[config.mk]
export PLATFORM = sky130hd
export DESIGN_NAME = adc_sample_output
export DESIGN_NICKNAME = d
export VERILOG_FILES = /design/src/rtl/adc_pipe_delay.v /design/src/rtl/adc_sample_output.v
export VERILOG_INCLUDE_DIRS = /design/src /design/src/rtl
export SDC_FILE = /design/constraint.sdc
export NUM_CORES = 1
export LEC_CHECK = 0
export BUFFER_PORTS_ARGS = -buffer_cell sky130_fd_sc_hd__buf_4
export CORE_MARGIN = 5
export CORE_UTILIZATION = 45
export DETAILED_ROUTE_END_ITERATION = 6
export GPL_TIMING_DRIVEN = 1
export PLACE_DENSITY = 0.75
export RECOVER_POWER = 25
export SYNTH_ARGS = -nofsm -noshare
export SYNTH_HDL_FRONTEND = slang
export SYNTH_SLANG_ARGS = --single-unit
[constraint.sdc]
create_clock -name core_clk -period 4.1 [get_ports core_clk]
set_clock_uncertainty 0.2 [all_clocks]
set_input_delay 0.82 -clock core_clk [delete_from_list [all_inputs] [get_ports core_clk]]
set_output_delay 0.82 -clock core_clk [all_outputs]
set_load 0.02 [all_outputs]
[src/rtl/adc_sample_map.vh]
// Purpose: shared constants for the sampling converter output pipeline
// Assumes: included by bare name from every design file that needs it
// Notes:   input levels are in units of one output step
`ifndef ADC_SAMPLE_MAP_VH
`define ADC_SAMPLE_MAP_VH

// result word layout
`define ADC_WORD_W        10
`define ADC_RESULT_MSB    9
`define ADC_RESULT_LSB    0

// pipeline depth in strobe periods
`define ADC_LATENCY       5

// width of the digitised front-end level
`define ADC_LEVEL_W       12

// nominal window: lowest level mapped to code zero, highest to all ones
`define ADC_LEVEL_LOW     12'h200
`define ADC_LEVEL_HIGH    12'h5FF

// codes
`define ADC_CODE_MAX      10'h3FF
`define ADC_CODE_MIN      10'h000
`define ADC_CODE_MID      10'h1FF

// reset values
`define ADC_WORD_RESET    10'h000
`define ADC_RANGE_RESET   1'h0
`define ADC_LEVEL_RESET   12'h000

`endif

[src/rtl/adc_pipe_delay.v]
// Purpose: strobe-advanced delay line for conversion results
// Assumes: shift_en is a one-cycle pulse in the core_clk domain
// Notes:   every stage moves together, so the line never bubbles
`timescale 1ns/1ps

module adc_pipe_delay #(
    parameter WIDTH = 11,
    parameter DEPTH = 4
) (
    input  wire             core_clk,
    input  wire             arst_n,
    input  wire             shift_en,
    input  wire [WIDTH-1:0] din,
    output wire [WIDTH-1:0] dout
);

    reg [WIDTH-1:0] stage_reg [0:DEPTH-1];

    ////////////////////////////////////////////////////////////////////////
    // first stage takes the new word on each strobe
    always @(posedge core_clk or negedge arst_n) begin
        if (!arst_n) begin
            stage_reg[0] <= {WIDTH{1'b0}};
        end else if (shift_en) begin
            stage_reg[0] <= din;
        end
    end

    ////////////////////////////////////////////////////////////////////////
    // remaining stages shift one place per strobe
    genvar g;
    generate
        for (g = 1; g < DEPTH; g = g + 1) begin : g_stage
            always @(posedge core_clk or negedge arst_n) begin
                if (!arst_n) begin
                    stage_reg[g] <= {WIDTH{1'b0}};
                end else if (shift_en) begin
                    stage_reg[g] <= stage_reg[g-1];
                end
            end
        end
    endgenerate

    assign dout = stage_reg[DEPTH-1];

endmodule

[src/rtl/adc_sample_output.v]
// Purpose: digital side of a 10-bit pipelined sampling converter
// Assumes: sample strobe and front-end level arrive from outside core_clk
// Notes:   strobe high and low must each last at least two core_clk cycles
`timescale 1ns/1ps
`include "adc_sample_map.vh"

module adc_sample_output #(
    parameter WORD_W  = `ADC_WORD_W,
    parameter LEVEL_W = `ADC_LEVEL_W,
    parameter LATENCY = `ADC_LATENCY
) (
    input  wire               core_clk,
    input  wire               arst_n,
    input  wire               sample_strobe,
    input  wire [LEVEL_W-1:0] input_level,
    output reg  [WORD_W-1:0]  result_word,
    output reg                out_of_range,
    output reg                hold_active,
    output reg                result_valid
);

    ////////////////////////////////////////////////////////////////////////
    // local widths and decode helpers

    localparam PIPE_W  = WORD_W + 1;
    localparam DEPTH   = LATENCY - 1;
    localparam FILL_W  = 3;
    // the first strobe only flushes the reset level through, so real data needs one more
    localparam FILL_TOP = LATENCY + 1;
    localparam [FILL_W-1:0] FILL_FULL = FILL_TOP[FILL_W-1:0];

    // level above the nominal window, decode shared by flag and clamp
    function above_window;
        input [LEVEL_W-1:0] level;
        begin
            above_window = (level > `ADC_LEVEL_HIGH);
        end
    endfunction

    // level below the nominal window
    function below_window;
        input [LEVEL_W-1:0] level;
        begin
            below_window = (level < `ADC_LEVEL_LOW);
        end
    endfunction

    ////////////////////////////////////////////////////////////////////////
    // synchronisers for the pins

    reg               strobe_meta_reg;
    reg               strobe_sync_reg;
    reg               strobe_prev_reg;
    reg [LEVEL_W-1:0] level_meta_reg;
    reg [LEVEL_W-1:0] level_sync_reg;

    // two flops before anything looks at a pin
    always @(posedge core_clk or negedge arst_n) begin
        if (!arst_n) begin
            strobe_meta_reg <= 1'b0;
            strobe_sync_reg <= 1'b0;
            strobe_prev_reg <= 1'b0;
            level_meta_reg  <= `ADC_LEVEL_RESET;
            level_sync_reg  <= `ADC_LEVEL_RESET;
        end else begin
            strobe_meta_reg <= sample_strobe;
            strobe_sync_reg <= strobe_meta_reg;
            strobe_prev_reg <= strobe_sync_reg;
            level_meta_reg  <= input_level;
            level_sync_reg  <= level_meta_reg;
        end
    end

    // rising edge seen only on synchronised copies
    wire strobe_rise = strobe_sync_reg & ~strobe_prev_reg;

    ////////////////////////////////////////////////////////////////////////
    // track and hold

    reg  [LEVEL_W-1:0] held_level_reg;
    reg  [LEVEL_W-1:0] held_level_next;

    // held level keeps its value between strobes and takes the synchronised level on the strobe edge
    always @* begin
        held_level_next = held_level_reg;
        if (strobe_rise) begin
            held_level_next = level_sync_reg;
        end
    end

    always @(posedge core_clk or negedge arst_n) begin
        if (!arst_n) begin
            held_level_reg <= `ADC_LEVEL_RESET;
        end else begin
            held_level_reg <= held_level_next;
        end
    end

    ////////////////////////////////////////////////////////////////////////
    // conversion of the held level

    reg  [WORD_W-1:0]  code_conv;
    reg                range_conv;
    reg  [LEVEL_W-1:0] offset_level;

    // clamp outside the window so no invalid code can ever leave
    always @* begin
        offset_level = held_level_reg - `ADC_LEVEL_LOW;
        if (above_window(held_level_reg)) begin
            code_conv  = `ADC_CODE_MAX;
            range_conv = 1'b1;
        end else if (below_window(held_level_reg)) begin
            code_conv  = `ADC_CODE_MIN;
            range_conv = 1'b1;
        end else begin
            code_conv  = offset_level[WORD_W-1:0];
            range_conv = 1'b0;
        end
    end

    ////////////////////////////////////////////////////////////////////////
    // conversion pipeline

    // the output latch counts as the last of the five delays
    reg                convert_pending_reg;
    wire [PIPE_W-1:0]  pipe_in;
    wire [PIPE_W-1:0]  pipe_out;

    // word and flag travel side by side so they stay paired
    assign pipe_in = {range_conv, code_conv};

    // conversion of the held level enters the line on the next strobe
    adc_pipe_delay #(
        .WIDTH    (PIPE_W),
        .DEPTH    (DEPTH)
    ) u_pipe (
        .core_clk (core_clk),
        .arst_n   (arst_n),
        .shift_en (strobe_rise),
        .din      (pipe_in),
        .dout     (pipe_out)
    );

    // marks that a frozen sample is being converted
    always @(posedge core_clk or negedge arst_n) begin
        if (!arst_n) begin
            convert_pending_reg <= 1'b0;
        end else if (strobe_rise) begin
            convert_pending_reg <= 1'b1;
        end
    end

    ////////////////////////////////////////////////////////////////////////
    // fill tracking

    reg [FILL_W-1:0] fill_reg;
    reg [FILL_W-1:0] fill_next;

    // counts strobes until the output latch shows the first real sample
    always @* begin
        fill_next = fill_reg;
        if (strobe_rise && (fill_reg != FILL_FULL)) begin
            fill_next = fill_reg + 3'h1;
        end
    end

    always @(posedge core_clk or negedge arst_n) begin
        if (!arst_n) begin
            fill_reg <= 3'h0;
        end else begin
            fill_reg <= fill_next;
        end
    end

    ////////////////////////////////////////////////////////////////////////
    // output latches

    // word, flag and valid move only on a strobe edge and hold in between
    always @(posedge core_clk or negedge arst_n) begin
        if (!arst_n) begin
            result_word  <= `ADC_WORD_RESET;
            out_of_range <= `ADC_RANGE_RESET;
            result_valid <= 1'b0;
        end else if (strobe_rise) begin
            result_word  <= pipe_out[WORD_W-1:0];
            out_of_range <= pipe_out[WORD_W];
            result_valid <= (fill_next == FILL_FULL);
        end
    end

    // hold indicator mirrors the synchronised strobe level once the first strobe edge has been handled
    always @(posedge core_clk or negedge arst_n) begin
        if (!arst_n) begin
            hold_active <= 1'b0;
        end else begin
            hold_active <= strobe_sync_reg & convert_pending_reg;
        end
    end

endmodule

==> impl_metrics.env <==
export IMPL_initial_core_util_pct=46.7
export IMPL_grt_antenna_before_repair=0
export IMPL_drt_initial_drc_count=106
export IMPL_totalWireLength_mm=5.26
export IMPL_netlist_area_um2=3640
export IMPL_yosysSeqAreaShare_pct=68.7
export IMPL_swShare_pct=28.6
export IMPL_r2r_end="result_valid$_DFFE_PN0P_"
export IMPL_setup_viol=0
export IMPL_cp_arrival_ns=2.43
export IMPL_track_usage_pct=12.3
export IMPL_syn2layout_area_growth_pct=12.2
export IMPL_ant_nets=0
export IMPL_crit_fanout=41
export IMPL_path_delay_family="buffers and inverters"
export IMPL_die_x_um=100
export IMPL_syn_nets=368
export IMPL_setup_ws_ns=1.53
export IMPL_synth_area_leaders="dfrtp_1 69%, nand2_1 20%, maj3_1 2.5%"
export IMPL_r2r_cells=3
export IMPL_hold_violations=0
export IMPL_yosys_warnings=0
export IMPL_hold_class="flop to flop"
export IMPL_synth_area_per_cell_um2=10.4
export IMPL_vias=2175
export IMPL_fin_tns_setup_ns=0
export IMPL_drtPass1Iterations=4
export IMPL_dpl_worst_slack_ns=1.91
export IMPL_cts_setup_buffers=0
export IMPL_drc_errors=0
export IMPL_synth_top_area_share_pct=68.7
export IMPL_clockPowerShare_pct=26.8
export IMPL_die_area_um2=9990
export IMPL_netlist_instances=351
export IMPL_post_dp_hpwl_mm=3.21
export IMPL_critPathSlowestCell="clkbuf_1"
export IMPL_ys_dominant_reg_cell="dfrtp_1"
export IMPL_placementRows=32
export IMPL_power_switching_mw=0.620
export IMPL_r2r_slack_ns=1.91
export IMPL_cts_hold_buf=0
export IMPL_num_nets_final=391
export IMPL_hold_end="strobe_sync_reg$_DFF_PN0_"
export IMPL_path_class="input port to asynchronous set/reset pin"
export IMPL_htree_levels=3
export IMPL_cts_sinks=100
export IMPL_grt_ovfl_total=0
export IMPL_clock_fmax_mhz=389
export IMPL_grt_max_degree=60
export IMPL_clk_path_buf_depth=2
export IMPL_p_int_mw=1.55
export IMPL_whs_path_depth=0
export IMPL_p_leak_nw=2.13
export IMPL_p_comb_share_pct=15.8
export IMPL_rsz0062_at_grt="no"
export IMPL_worst_pin_slew_ns=2.08
export IMPL_clk_latency_ns=0.36
export IMPL_slew_violations=42
export IMPL_synth_top_area_cell="dfrtp_1"
export IMPL_gp_congestion=0.686
export IMPL_cp_start_kind="input port"
export IMPL_fin_hold_ws_ns=0.146
export IMPL_grt_pass1_vias=2219
export IMPL_crit_required_ns=3.95
export IMPL_worstPathCellList="clkbuf_4 > clkbuf_1"
export IMPL_postSynth_asyncResetShare_pct=100
export IMPL_stdcell_area_um2=4090
export IMPL_violations="capacitance limit, slew limit"
export IMPL_p_seq_share_pct=57.4
export IMPL_crit_buf_inv=2
export IMPL_die_h_um=100
export IMPL_crit_path_end_kind="asynchronous set/reset pin"
export IMPL_wire_per_inst_um=10.9
export IMPL_synth_distinct_cells=24
export IMPL_grt_pass1_wl_mm=9.76
export IMPL_outcome="finished, violations left"
export IMPL_drive_gt1_share_pct=13.5
export IMPL_ios=28
export IMPL_port_buffers=27
export IMPL_synth_edf_count=0
export IMPL_place_area_um2=3900
export IMPL_cts_buffers=9
export IMPL_clock_root_buffer="clkbuf_8"
export IMPL_cap_violations=1
export IMPL_hp_start="strobe_meta_reg$_DFF_PN0_"
export IMPL_period_minus_slack_ns=2.57
export IMPL_max_slew_margin_pct=-39.0
export IMPL_max_stage_delay_ns=1.48
export IMPL_viasPerCell=4.52
export IMPL_ys_seq_elements=100
export IMPL_power_density_nw_per_um2=531
export IMPL_antenna_cells=0
export IMPL_rr_startpoint="strobe_sync_reg$_DFF_PN0_"
export IMPL_clk_pin_slew_ns=0.09
export IMPL_core_area_um2=7810
export IMPL_max_vdd_ir_drop_v=0.000232
export IMPL_cts_tree="yes"
export IMPL_fin_crit_sh_pct=62.8
export IMPL_cts_resized_gates=0
export IMPL_largest_reg_flops=33
-- synth_stat cells (2+ instances only) --
| master | number |
|---|---|
| dfrtp_1 | 100 |
| buf_2 | 13 |
| maj3_1 | 9 |
| o21ai_0 | 11 |
| nand2b_1 | 2 |
| nand2_1 | 191 |
| ha_1 | 2 |
| clkbuf_1 | 3 |
| and2_1 | 2 |
| buf_4 | 2 |
| nor2_1 | 2 |
| o21ai_1 | 2 |
-- metal layers --
layer | up-vias | track usage [%] | part of all wire, %
met5 | - | 0 | 0
met2 | 36 | 19.2 | 47
li1 | 1123 | - | -
met4 | 0 | 4.10 | 1.4
met1 | 1007 | 15.4 | 46
met3 | 9 | 5.28 | 5.1
-- logic make-up (layout without fill, tap and decap cells) --
group | Yosys count | in the layout | synth area share [%]
AOI/OAI and AO/OA | 16 | 16 | 2.54
xor gates and xnor gates | 2 | 2 | 0.687
adders and majority gates | 11 | 11 | 3.16
buffers and inverters | 20 | 48 | 2.92
DFF | 100 | 100 | 68.7
and+or+nand+nor | 202 | 202 | 22.0
-- worst max-delay path by stage --
stage,slack (ns),cells past startpoint,startpoint,endpoint
after floorplan,2.53,6,fill_reg[0]$_DFF_PN0_,result_valid$_DFFE_PN0P_
after global placement,2.00,3,strobe_sync_reg$_DFF_PN0_,result_valid$_DFFE_PN0P_
after detailed placement,1.91,3,strobe_sync_reg$_DFF_PN0_,result_valid$_DFFE_PN0P_
after CTS,1.86,3,strobe_sync_reg$_DFF_PN0_,result_valid$_DFFE_PN0P_
after global routing,1.05,2,arst_n,u_pipe.stage_reg[28]$_DFFE_PN0P_
final,1.53,2,arst_n,u_pipe.dout[10]$_DFFE_PN0P_
-- through the flow --
step / power, mW / cells / util, %
2_1_floorplan: 1.49 / 351 / -
3_3_place_gp: 1.59 / 465 / 50.0
3_5_place_dp: 1.62 / 465 / 50.0
4_1_cts: 2.21 / 481 / 52.4
5_1_grt: 2.32 / 481 / 52.3
6_report: 2.17 / 481 / 52.3
-- power groups by stage --
stage / clock network, mW / logic [mW] / registers [mW]
after floorplan: 0 / 0.217 / 1.27
after global placement: 0 / 0.335 / 1.26
after detailed placement: 0 / 0.351 / 1.27
after CTS: 0.606 / 0.352 / 1.25
after global routing: 0.646 / 0.401 / 1.27
final: 0.581 / 0.343 / 1.25
-- placed cells by master, fill, tap and decap left out, types with 2 or more instances in the layout --
cell type   instances
dfrtp_1           100
o21ai_0            11
clkbuf_4           14
clkbuf_8           11
nand2_1           191
clkbuf_1            2
ha_1                2
nor2_1              2
buf_4              16
o21ai_1             2
and2_1              2
clkinvlp_4          2
maj3_1              9
-- final cells by class --
type,instances,area (µm²)
Clock buffer,12,155
Tap cell,102,128
Timing Repair Buffer,31,229
Fill cell,711,3720
Clock inverter,4,32.5
Inverter,1,3.75
Sequential cell,100,2500
Multi-Input combinational cell,231,1040
(Power assumes the default switching activity.)
